$ cat config.mk
export PLATFORM = sky130hd
export DESIGN_NAME = bfa_fault_action
export DESIGN_NICKNAME = d
export VERILOG_FILES = /design/src/common/bfa_pkg.sv /design/src/common/bfa_qual_if.sv /design/src/bfa_sync.sv /design/src/bfa_vds_qual.sv /design/src/bfa_fault_action.sv
export SDC_FILE = /design/constraint.sdc
export NUM_CORES = 1
export LEC_CHECK = 0
export BUFFER_PORTS_ARGS = -buffer_cell sky130_fd_sc_hd__clkbuf_2
export CORE_ASPECT_RATIO = 0.7
export CORE_UTILIZATION = 30
export DETAILED_ROUTE_END_ITERATION = 6
export GPL_TIMING_DRIVEN = 0
export PLACE_DENSITY = 0.46
export SLEW_MARGIN = 40
export SYNTH_ARGS = -nofsm -noshare
export SYNTH_HDL_FRONTEND = slang
export SYNTH_HIERARCHICAL = 1
export SYNTH_SLANG_ARGS = --single-unit
$ cat constraint.sdc
create_clock -name mclk -period 2.4 [get_ports mclk]
set_input_delay 0.12 -clock mclk [delete_from_list [all_inputs] [get_ports mclk]]
set_output_delay 0.12 -clock mclk [all_outputs]
set_load 0.03 [all_outputs]
$ cat src/common/bfa_pkg.sv
// *****************************************************************
// Constants shared by the bridge fault action block
// *****************************************************************
package bfa_pkg;

    // Widths and counts
    localparam int DW    = 32;
    localparam int AW    = 8;
    localparam int NFET  = 4;   // 0 low A, 1 high A, 2 low B, 3 high B
    localparam int QTW   = 6;
    localparam int NMISC = 4;
    localparam int NVER  = 4;

    // Register byte offsets
    localparam logic [AW-1:0] OFS_CONFIG = 8'h00;
    localparam logic [AW-1:0] OFS_MASK   = 8'h04;
    localparam logic [AW-1:0] OFS_DIAG1  = 8'h08;
    localparam logic [AW-1:0] OFS_DIAG2  = 8'h0c;
    localparam logic [AW-1:0] OFS_STATUS = 8'h10;
    localparam logic [AW-1:0] OFS_STATE  = 8'h14;
    localparam logic [AW-1:0] OFS_VERIFY = 8'h18;

    // Configuration fields
    localparam int CFG_ESF_BIT = 0;
    localparam int CFG_EWD_BIT = 1;
    localparam int CFG_VDQ_BIT = 2;
    localparam int CFG_QT_LSB  = 8;

    // Mask fields
    localparam int MSK_VDS_BIT  = 0;
    localparam int MSK_BOOT_BIT = 1;
    localparam int MSK_VREG_BIT = 2;
    localparam int MSK_LOGIC_BIT = 3;
    localparam int MSK_WD_BIT   = 4;
    localparam int MSK_MISC_LSB = 8;

    // Status fields
    localparam int ST_VREG_BIT  = 0;
    localparam int ST_LOGIC_BIT = 1;
    localparam int ST_OT_BIT    = 2;
    localparam int ST_WD_BIT    = 3;
    localparam int ST_STX_BIT   = 4;
    localparam int ST_MISC_LSB  = 8;

    // Values after reset
    localparam logic [DW-1:0]   CONFIG_RST = 32'h0000_1000;
    localparam logic [DW-1:0]   MASK_RST   = 32'h0000_0000;
    localparam logic [NVER-1:0] VERIFY_RST = 4'h0;

    // Timing: one qualify step is 100 ns
    localparam int CLK_NS     = 10;
    localparam int QT_STEP_NS = 100;
    localparam int TICK_CYC   = (QT_STEP_NS + CLK_NS - 1) / CLK_NS;
    localparam int TICK_CW    = 4;

    // AHB-Lite codes
    localparam logic [2:0] HSIZE_WORD = 3'h2;

    typedef enum logic [0:0] {
        BFA_BUS_IDLE   = 1'b0,
        BFA_BUS_RDWAIT = 1'b1
    } bfa_bus_t;

endpackage

$ cat src/common/bfa_qual_if.sv
`timescale 1ns/100ps
// *****************************************************************
// Link between the fault logic and one overvoltage qualifier
// *****************************************************************
interface bfa_qual_if;
    logic                   cmp;
    logic                   gate_on;
    logic                   tick;
    logic                   blank_mode;
    logic [bfa_pkg::QTW-1:0] qual_time;
    logic                   valid;

    modport ctrl (output cmp, gate_on, tick, blank_mode, qual_time,
                  input valid);
    modport qual (input cmp, gate_on, tick, blank_mode, qual_time,
                  output valid);
endinterface

$ cat src/bfa_sync.sv
`timescale 1ns/100ps
// *****************************************************************
// Two-stage synchroniser for pin inputs
// *****************************************************************
module bfa_sync #(
    parameter int W = 1
) (
    input  wire logic         mclk,
    input  wire logic         rst_n,
    input  wire logic [W-1:0] din,
    output logic      [W-1:0] dout
);
    logic [W-1:0] meta_reg;

    // First stage feeds only the second stage
    always_ff @(posedge mclk or negedge rst_n) begin
        if (!rst_n) begin
            meta_reg <= '0;
            dout     <= '0;
        end else begin
            meta_reg <= din;
            dout     <= meta_reg;
        end
    end
endmodule

$ cat src/bfa_vds_qual.sv
`timescale 1ns/100ps
// *****************************************************************
// Overvoltage qualifier for one MOSFET: debounce or blanking
// *****************************************************************
module bfa_vds_qual
    import bfa_pkg::*;
(
    input  wire logic mclk,
    input  wire logic rst_n,
    bfa_qual_if.qual  q
);
    logic [QTW-1:0] cnt_reg;
    logic [QTW-1:0] cnt_next;
    logic           on_d_reg;

    wire on_rise = q.gate_on & ~on_d_reg;
    wire active  = q.cmp & q.gate_on;
    wire at_end  = (cnt_reg >= q.qual_time);
    wire step    = q.tick & ~at_end;

    // Debounce restarts on a quiet comparator; blanking on turn-on
    always_comb begin
        cnt_next = cnt_reg;
        if (q.blank_mode) begin
            if (on_rise)
                cnt_next = '0;
            else if (step)
                cnt_next = cnt_reg + 1'b1;
        end else begin
            if (!active)
                cnt_next = '0;
            else if (step)
                cnt_next = cnt_reg + 1'b1;
        end
    end

    // Fault valid once the qualify time has run out
    assign q.valid = active & at_end & ~on_rise;

    always_ff @(posedge mclk or negedge rst_n) begin
        if (!rst_n) begin
            cnt_reg  <= '0;
            on_d_reg <= 1'b0;
        end else begin
            cnt_reg  <= cnt_next;
            on_d_reg <= q.gate_on;
        end
    end
endmodule

$ cat src/bfa_fault_action.sv
// Our own choices: the AHB-Lite interface to the registers and the register offsets.
`timescale 1ns/100ps
// Summary of operation
// - Low-side overvoltage sets its diagnostic bit and switches that MOSFET off.
// - High-side overvoltage sets its diagnostic bit and switches that MOSFET off.
// - Blanking mode ignores the comparator for qualify time after turn-on.
// - With stop-all set, a short fault switches off every MOSFET.
// - Power-on reset or regulator undervoltage holds all gates low, unlatched.
// - Enabled watchdog timeout holds all gates low until the watchdog restarts.
// - Logic overvoltage or overtemperature stops all gates only when stop-all set.
// - Overvoltage or bootstrap fault with stop-all latches and stops all gates.
// - Without stop-all, only the faulty MOSFET stops; next on-command clears.
// - Latched states clear on clear pin low, power-on reset, or bit read.
// - Fault bits clear only on power-on reset or read, not clear pin.
// - Non-latching faults act only while the condition is detected.
// - Other faults leave the gate outputs enabled.
// - A set mask bit disables that diagnostic completely.
// - Power-on reset, serial error and overtemperature cannot be masked.
// - Off-line verification runs only when the controller commands it.
// - A valid overvoltage fault also raises the general fault flag.
// - Debounce timer runs while fault shows, restarts on return, 100 ns steps.
module bfa_fault_action
    import bfa_pkg::*;
(
    input  wire logic                  mclk,
    input  wire logic                  rst_n,
    // AHB-Lite slave
    input  wire logic                  hsel,
    input  wire logic [31:0]           haddr,
    input  wire logic [1:0]            htrans,
    input  wire logic                  hwrite,
    input  wire logic [2:0]            hsize,
    input  wire logic [bfa_pkg::DW-1:0] hwdata,
    input  wire logic                  hready,
    output logic                       hreadyout,
    output logic      [bfa_pkg::DW-1:0] hrdata,
    output logic                       hresp,
    // Detector and controller pins
    input  wire logic [bfa_pkg::NFET-1:0] vds_cmp,
    input  wire logic [bfa_pkg::NFET-1:0] boot_uv,
    input  wire logic [bfa_pkg::NFET-1:0] gate_cmd,
    input  wire logic                  fault_clear_n,
    input  wire logic                  vreg_uv,
    input  wire logic                  logic_ov,
    input  wire logic                  overtemp,
    input  wire logic                  wd_timeout,
    input  wire logic                  serial_err,
    input  wire logic [bfa_pkg::NMISC-1:0] misc_fault,
    // Gate drive and flags
    output logic      [bfa_pkg::NFET-1:0] gate_out,
    output logic                       fault_flag,
    output logic      [bfa_pkg::NVER-1:0] verify_run
);
    import bfa_pkg::*;

    // *************************************************************
    // Pin synchronisation
    // *************************************************************
    localparam int NPIN = 3 * NFET + 6 + NMISC;

    logic [NPIN-1:0]  pins_s;
    logic [NFET-1:0]  cmp_s;
    logic [NFET-1:0]  boot_s;
    logic [NFET-1:0]  cmd_s;
    logic             fclr_n_s;
    logic             vreg_s;
    logic             logic_s;
    logic             ot_s;
    logic             wd_s;
    logic             stx_s;
    logic [NMISC-1:0] misc_s;

    bfa_sync #(.W(NPIN)) u_sync (
        .mclk  (mclk),
        .rst_n (rst_n),
        .din   ({vds_cmp, boot_uv, gate_cmd, fault_clear_n, vreg_uv,
                 logic_ov, overtemp, wd_timeout, serial_err, misc_fault}),
        .dout  (pins_s)
    );

    // Split the synchronised bundle
    assign {cmp_s, boot_s, cmd_s, fclr_n_s, vreg_s, logic_s, ot_s, wd_s,
            stx_s, misc_s} = pins_s;

    // *************************************************************
    // Registers and bus state
    // *************************************************************
    logic [DW-1:0]    config_reg;
    logic [DW-1:0]    mask_reg;
    logic [NVER-1:0]  verify_reg;
    logic [NFET-1:0]  diag1_reg;
    logic [NFET-1:0]  diag2_reg;
    logic [DW-1:0]    status_reg;
    logic [NFET-1:0]  vds_lat_reg;
    logic [NFET-1:0]  boot_lat_reg;
    logic [NFET-1:0]  cmd_d_reg;
    logic [TICK_CW-1:0] tick_cnt_reg;
    bfa_bus_t         bus_reg;
    logic [AW-1:0]    rd_addr_reg;
    logic [AW-1:0]    wr_addr_reg;
    logic             wr_pend_reg;

    // Configuration fields
    wire stop_all_on_fault     = config_reg[CFG_ESF_BIT];
    wire enable_watchdog_on    = config_reg[CFG_EWD_BIT];
    wire qualifier_mode_select = config_reg[CFG_VDQ_BIT];
    wire [QTW-1:0] qualify_time = config_reg[CFG_QT_LSB +: QTW];

    // *************************************************************
    // Qualify step divider
    // *************************************************************
    wire tick_100ns = (tick_cnt_reg == TICK_CW'(TICK_CYC - 1));

    always_ff @(posedge mclk or negedge rst_n) begin
        if (!rst_n)
            tick_cnt_reg <= '0;
        else
            tick_cnt_reg <= tick_100ns ? '0 : tick_cnt_reg + 1'b1;
    end

    // *************************************************************
    // Overvoltage qualifiers, one per MOSFET
    // *************************************************************
    logic [NFET-1:0] vds_valid;

    generate
        for (genvar i = 0; i < NFET; i++) begin : g_qual
            bfa_qual_if qif ();
            assign qif.cmp        = cmp_s[i];
            assign qif.gate_on    = cmd_s[i];
            assign qif.tick       = tick_100ns;
            assign qif.blank_mode = qualifier_mode_select;
            assign qif.qual_time  = qualify_time;
            assign vds_valid[i]   = qif.valid;

            bfa_vds_qual u_qual (
                .mclk  (mclk),
                .rst_n (rst_n),
                .q     (qif.qual)
            );
        end
    endgenerate

    // *************************************************************
    // Masked diagnostics
    // *************************************************************
    wire [NFET-1:0] vds_ok  = vds_valid & {NFET{~mask_reg[MSK_VDS_BIT]}};
    wire [NFET-1:0] boot_ok = boot_s & {NFET{~mask_reg[MSK_BOOT_BIT]}};
    wire vreg_ok  = vreg_s & ~mask_reg[MSK_VREG_BIT];
    wire logic_ok = logic_s & ~mask_reg[MSK_LOGIC_BIT];
    wire wd_ok    = wd_s & enable_watchdog_on & ~mask_reg[MSK_WD_BIT];
    wire ot_ok    = ot_s;
    wire stx_ok   = stx_s;
    wire [NMISC-1:0] misc_ok = misc_s & ~mask_reg[MSK_MISC_LSB +: NMISC];

    // *************************************************************
    // Bus decode
    // *************************************************************
    wire bus_take  = hsel & hready & htrans[1];
    wire rd_take   = bus_take & ~hwrite;
    wire wr_take   = bus_take & hwrite & (hsize == HSIZE_WORD);
    wire rd_wait   = (bus_reg == BFA_BUS_RDWAIT);
    wire clr_diag1 = rd_wait & (rd_addr_reg == OFS_DIAG1);
    wire clr_diag2 = rd_wait & (rd_addr_reg == OFS_DIAG2);
    wire clr_stat  = rd_wait & (rd_addr_reg == OFS_STATUS);
    wire wr_config = wr_pend_reg & (wr_addr_reg == OFS_CONFIG);
    wire wr_mask   = wr_pend_reg & (wr_addr_reg == OFS_MASK);
    wire wr_verify = wr_pend_reg & (wr_addr_reg == OFS_VERIFY);

    // *************************************************************
    // Latched fault states
    // *************************************************************
    wire [NFET-1:0] cmd_rise = cmd_s & ~cmd_d_reg;
    wire [NFET-1:0] on_clr   = cmd_rise & {NFET{~stop_all_on_fault}};
    wire [NFET-1:0] vds_clr  = {NFET{clr_diag1 | ~fclr_n_s}} | on_clr;
    wire [NFET-1:0] boot_clr = {NFET{clr_diag2 | ~fclr_n_s}} | on_clr;

    // Set wins over clear; reset comes from power-on
    wire [NFET-1:0] vds_lat_next  = (vds_lat_reg & ~vds_clr) | vds_ok;
    wire [NFET-1:0] boot_lat_next = (boot_lat_reg & ~boot_clr) | boot_ok;

    always_ff @(posedge mclk or negedge rst_n) begin
        if (!rst_n) begin
            vds_lat_reg  <= '0;
            boot_lat_reg <= '0;
            cmd_d_reg    <= '0;
        end else begin
            vds_lat_reg  <= vds_lat_next;
            boot_lat_reg <= boot_lat_next;
            cmd_d_reg    <= cmd_s;
        end
    end

    // *************************************************************
    // Gate disable decision
    // *************************************************************
    wire [NFET-1:0] short_act = vds_ok | vds_lat_reg;
    wire [NFET-1:0] fet_act   = short_act | boot_ok | boot_lat_reg;
    wire stop_crit  = vreg_ok | wd_ok;
    wire stop_esf   = stop_all_on_fault &
                      (logic_ok | ot_ok | (|fet_act));
    wire all_off    = stop_crit | stop_esf;
    wire [NFET-1:0] gate_next = cmd_s & ~fet_act &
                                {NFET{~all_off}};
    wire flag_next  = (|fet_act) | stop_crit | logic_ok | ot_ok;

    // Gates are low under reset and follow live faults
    always_ff @(posedge mclk or negedge rst_n) begin
        if (!rst_n) begin
            gate_out   <= '0;
            fault_flag <= 1'b0;
        end else begin
            gate_out   <= gate_next;
            fault_flag <= flag_next;
        end
    end

    // *************************************************************
    // Sticky diagnostic and status bits
    // *************************************************************
    logic [DW-1:0] stat_set;

    always_comb begin
        stat_set = '0;
        stat_set[ST_VREG_BIT]  = vreg_ok;
        stat_set[ST_LOGIC_BIT] = logic_ok;
        stat_set[ST_OT_BIT]    = ot_ok;
        stat_set[ST_WD_BIT]    = wd_ok;
        stat_set[ST_STX_BIT]   = stx_ok;
        stat_set[ST_MISC_LSB +: NMISC] = misc_ok;
    end

    // Cleared by read or power-on reset only; clear pin does not reach them
    wire [NFET-1:0] diag1_next = (diag1_reg & ~{NFET{clr_diag1}}) | vds_ok;
    wire [NFET-1:0] diag2_next = (diag2_reg & ~{NFET{clr_diag2}}) | boot_ok;
    wire [DW-1:0]   stat_next  = (status_reg & ~{DW{clr_stat}}) | stat_set;

    always_ff @(posedge mclk or negedge rst_n) begin
        if (!rst_n) begin
            diag1_reg  <= '0;
            diag2_reg  <= '0;
            status_reg <= '0;
        end else begin
            diag1_reg  <= diag1_next;
            diag2_reg  <= diag2_next;
            status_reg <= stat_next;
        end
    end

    // *************************************************************
    // Software registers
    // *************************************************************
    always_ff @(posedge mclk or negedge rst_n) begin
        if (!rst_n) begin
            config_reg <= CONFIG_RST;
            mask_reg   <= MASK_RST;
            verify_reg <= VERIFY_RST;
        end else begin
            if (wr_config)
                config_reg <= hwdata;
            if (wr_mask)
                mask_reg <= hwdata;
            if (wr_verify)
                verify_reg <= hwdata[NVER-1:0];
        end
    end

    // Off-line checks run only while software holds them on
    assign verify_run = verify_reg;

    // *************************************************************
    // Read mux
    // *************************************************************
    logic [DW-1:0] rd_mux;

    always_comb begin
        rd_mux = '0;
        unique case (rd_addr_reg)
            OFS_CONFIG: rd_mux = config_reg;
            OFS_MASK:   rd_mux = mask_reg;
            OFS_DIAG1:  rd_mux[NFET-1:0] = diag1_reg;
            OFS_DIAG2:  rd_mux[NFET-1:0] = diag2_reg;
            OFS_STATUS: rd_mux = status_reg;
            OFS_STATE:  rd_mux[3*NFET+1:0] = {fault_flag, all_off,
                            boot_lat_reg, vds_lat_reg, gate_out};
            OFS_VERIFY: rd_mux[NVER-1:0] = verify_reg;
            default:    rd_mux = '0;
        endcase
    end

    // *************************************************************
    // AHB-Lite slave: reads take one wait state, writes none
    // *************************************************************
    assign hreadyout = ~rd_wait;
    assign hresp     = 1'b0;

    always_ff @(posedge mclk or negedge rst_n) begin
        if (!rst_n) begin
            bus_reg     <= BFA_BUS_IDLE;
            rd_addr_reg <= '0;
            wr_addr_reg <= '0;
            wr_pend_reg <= 1'b0;
            hrdata      <= '0;
        end else begin
            wr_pend_reg <= wr_take;
            if (wr_take)
                wr_addr_reg <= haddr[AW-1:0];
            unique case (bus_reg)
                BFA_BUS_IDLE: begin
                    if (rd_take) begin
                        rd_addr_reg <= haddr[AW-1:0];
                        bus_reg     <= BFA_BUS_RDWAIT;
                    end
                end
                BFA_BUS_RDWAIT: begin
                    hrdata  <= rd_mux;
                    bus_reg <= BFA_BUS_IDLE;
                end
            endcase
        end
    end
endmodule

==> results.sh <==
export IMPL_vias=7460
export IMPL_area_growth_pct=31.6
export IMPL_place_area_sq_mm=0.0119
export IMPL_setup_ws_ns=-0.125
export IMPL_crit_top_cell="a21oi_4"
export IMPL_ys_flop_type="dfrtp_1"
export IMPL_grt_use_met3_pct=3.01
export IMPL_grtUsageMet2_pct=23.4
export IMPL_leakagePower_uw=0.00641
export IMPL_fill_cells=3388
export IMPL_worstMarginPinSlew_ns=0.709
export IMPL_hold_class="input pin to async pin"
export IMPL_instances_no_fill=1577
export IMPL_grt_max_degree=63
export IMPL_path_max_fanout=6
export IMPL_crit_family="simple AND/OR/NAND/NOR gates"
export IMPL_cts_buffers=28
export IMPL_finalCritPeriodShare_pct=105
export IMPL_cts_buffer_depth=3
export IMPL_cts_root_buf="clkbuf_16"
export IMPL_yosysTopAreaCell="dfrtp_1"
export IMPL_ys_top_cells_by_area="dfrtp_1 (59%), mux2_1 (7.3%), nand2_1 (3.5%)"
export IMPL_critical_path_slowest_cell="dfrtp_2"
export IMPL_clock_latency_ns=0.55
export IMPL_async_reset_ff_share_pct=100
export IMPL_slowest_delay_ns=0.47
export IMPL_fp_dieH_um=159
export IMPL_die_area_sq_mm=0.0362
export IMPL_syn_area_sq_mm=0.0106
export IMPL_grt_pass1_vias=7574
export IMPL_ys_types=64
export IMPL_grtUsageTotal_pct=16.5
export IMPL_drive_gt1_share_pct=26.7
export IMPL_finClkSkew_ns=0.00947
export IMPL_cts_tree="yes"
export IMPL_cts_reportedPaths_clkPinSlew_ns=0.06
export IMPL_core_area_sq_mm=0.0347
export IMPL_grt_antenna_before_repair=0
export IMPL_crit_chain="buf_6 > ha_4 > nand2b_4 > a21oi_4 > o221ai_2 > and4_1 > nand2b_1 > nand3_2 > nor4_4 > a21oi_4 > a31o_1"
export IMPL_dr_pass1_iters=6
export IMPL_n_antenna_cell=0
export IMPL_gr_max_usage_layer="met1"
export IMPL_min_period_ns=2.52
export IMPL_synth_edff_count=0
export IMPL_dp_cells=1431
export IMPL_synthCells=843
export IMPL_end_kind="flop"
export IMPL_die_w_um=227
export IMPL_initialDrtViolationCount=435
export IMPL_ys_ff_latch=251
export IMPL_arrival_ns=2.96
export IMPL_start_kind="flop"
export IMPL_final_cell_area_sq_mm=0.0140
export IMPL_grt_overflow=0
export IMPL_synth_nets=967
export IMPL_place_hpwl_mm=20.2
export IMPL_grt_use_met1_pct=25.9
export IMPL_htreeDepth=1
export IMPL_wl_per_cell_um=18.4
export IMPL_slew_headroom_pct=52.7
export IMPL_ys_warnings_count=6
export IMPL_grt_pass1_wl_mm=45.7
export IMPL_gp_congestion=0.786
export IMPL_rsz0062_at_grt="true"
export IMPL_start_util_pct=30.6
export IMPL_viasPerCell=4.73
export IMPL_p_per_area_mw_per_mm2=762
export IMPL_port_buffers=112
export IMPL_fmax_mhz=396
export IMPL_status="complete, but fails checks"
export IMPL_violations="setup timing"
export IMPL_drc=0
export IMPL_setup_viol=11
export IMPL_ir_drop_mv=0.545
export IMPL_rows=57
export IMPL_total_power_uw=10600
export IMPL_drv_slew=0
export IMPL_syn_area_per_cell_sq_um=12.6
export IMPL_postRouteAntennaNets=0
export IMPL_yosysSeqAreaShare_pct=59.2
export IMPL_nets=1207
export IMPL_cap_violations=0
export IMPL_cts_sinks=251
export IMPL_worstPathRequired_ns=2.83
export IMPL_hold_violations=0
export IMPL_worst_path_buf_inv=1
export IMPL_yosysTopAreaCellShare_pct=58.9
export IMPL_wirelength_mm=29.0
export IMPL_boundaryPins=139
export IMPL_worstSetupPathType="flop to flop"
## synth_stat cells, types with 6 or more instances
| master | instances |
|---|---|
| ha_1 | 28 |
| o211ai_1 | 9 |
| xnor2_1 | 9 |
| nand2_1 | 99 |
| o2bb2ai_1 | 26 |
| a22o_1 | 16 |
| nand3_1 | 9 |
| or4_1 | 8 |
| o2bb2ai_2 | 6 |
| a21oi_1 | 15 |
| clkbuf_1 | 6 |
| mux2i_1 | 10 |
| a21oi_2 | 8 |
| buf_2 | 6 |
| nor3b_1 | 6 |
| nor2b_1 | 6 |
| mux2_1 | 69 |
| nand2b_1 | 9 |
| buf_6 | 6 |
| nand4_1 | 11 |
| a222oi_1 | 14 |
| nor2_1 | 28 |
| dfrtp_1 | 250 |
| o21ai_1 | 17 |
| and2_1 | 23 |
| inv_1 | 39 |
| nor3_1 | 6 |
| a221oi_1 | 10 |
## per-stage QoR
stage | TNS (ns) | utilization, % | setup WS, ns | hold WS, ns
after global placement | -1076.03 | 33.9 | -4.31 | 0.228
after CTS | -0.778 | 40.0 | -0.143 | 0.0400
after detailed placement | -3.79 | 34.2 | -0.741 | 0.0636
after floorplan | 0 | - | 0.0589 | -0.176
final | -0.748 | 40.2 | -0.125 | 0.0457
after global routing | -1.80 | 40.2 | -0.218 | 0.0676
## final timing paths
kind,from,to,slack [ns],cells after the start
setup / recovery,config_reg[8],hrdata[12],-0.12,11
hold / removal,rst_n,tick_cnt_reg[2],0.05,2
setup reg to reg,config_reg[8],hrdata[12],-0.12,11
hold reg to reg,u_sync/meta_reg[5],u_sync/dout[5],0.35,0
max in group asynchronous,rst_n,gate_out[0],1.08,5
min in group mclk,hready,rd_addr_reg[1],0.13,4
## metal layers
metal	vias up	routed length (um)
met5	-	0
met4	0	486
met3	33	1350
met2	155	12200
met1	3744	15000
li1	3528	-
## area by class of cell
cell class	count	area, sq um	area share, %
clock buffers	41	841	6.02
repair buffers	210	1540	11.0
clock inverters	11	161	1.16
multi-input cells	521	4190	30.0
plain buffers	28	194	1.39
flip-flops and latches	251	6290	45.0
inverters	43	161	1.16
well taps	472	591	4.23
## cells in the final DEF, fill, tap and decap left out, types with 6 or more instances in the layout
cell	count
o2bb2ai_1	26
a22o_1	16
nor2_1	28
clkbuf_2	115
nand2b_1	9
a221oi_1	10
dlygate4sd3_1	63
and2_1	23
clkbuf_1	10
dfrtp_1	246
buf_6	7
xnor2_1	9
a21oi_2	8
clkbuf_16	29
nand4_1	11
buf_4	34
inv_2	8
mux2i_1	10
nand2_1	99
nor2b_1	6
or4_1	8
clkbuf_8	8
a222oi_1	14
o2bb2ai_2	6
inv_1	35
o21ai_1	17
mux2_1	69
ha_1	21
a21oi_1	14
buf_2	6
o211ai_1	9
ha_4	7
## kinds of logic (layout without fill, tap and decap cells)
logic type	count (synthesis)	after routing	synth area share [%]
DFF	251	251	59.2
adders and majority gates	28	28	3.30
buffers and inverters	71	333	3.30
and+or+nand+nor	235	235	11.8
other	1	1	0.0353
AOI/OAI and AO/OA	163	163	12.7
muxes	81	81	8.58
xor gates and xnor gates	13	13	1.07
## power breakdown
| part | internal [uW] | total (uW) | leakage [uW] | switching, uW |
|---|---|---|---|---|
| combinational | 596 | 1320 | 0.00280 | 723 |
| sequential | 4480 | 4700 | 0.00313 | 211 |
| clock | 2850 | 4620 | 0.000494 | 1770 |
| total | 7930 | 10600 | 0.00641 | 2710 |
## timing repair
item                                    in CTS  in global routing
pin swaps                                   28                 17
endpoints found under the setup margin       6                 50
endpoints found under the hold margin      233                  0
gates resized for setup                     31                 11
hold buffers                                63                  0
setup buffers                               26                  8
Power figures use the tool's default switching activity.
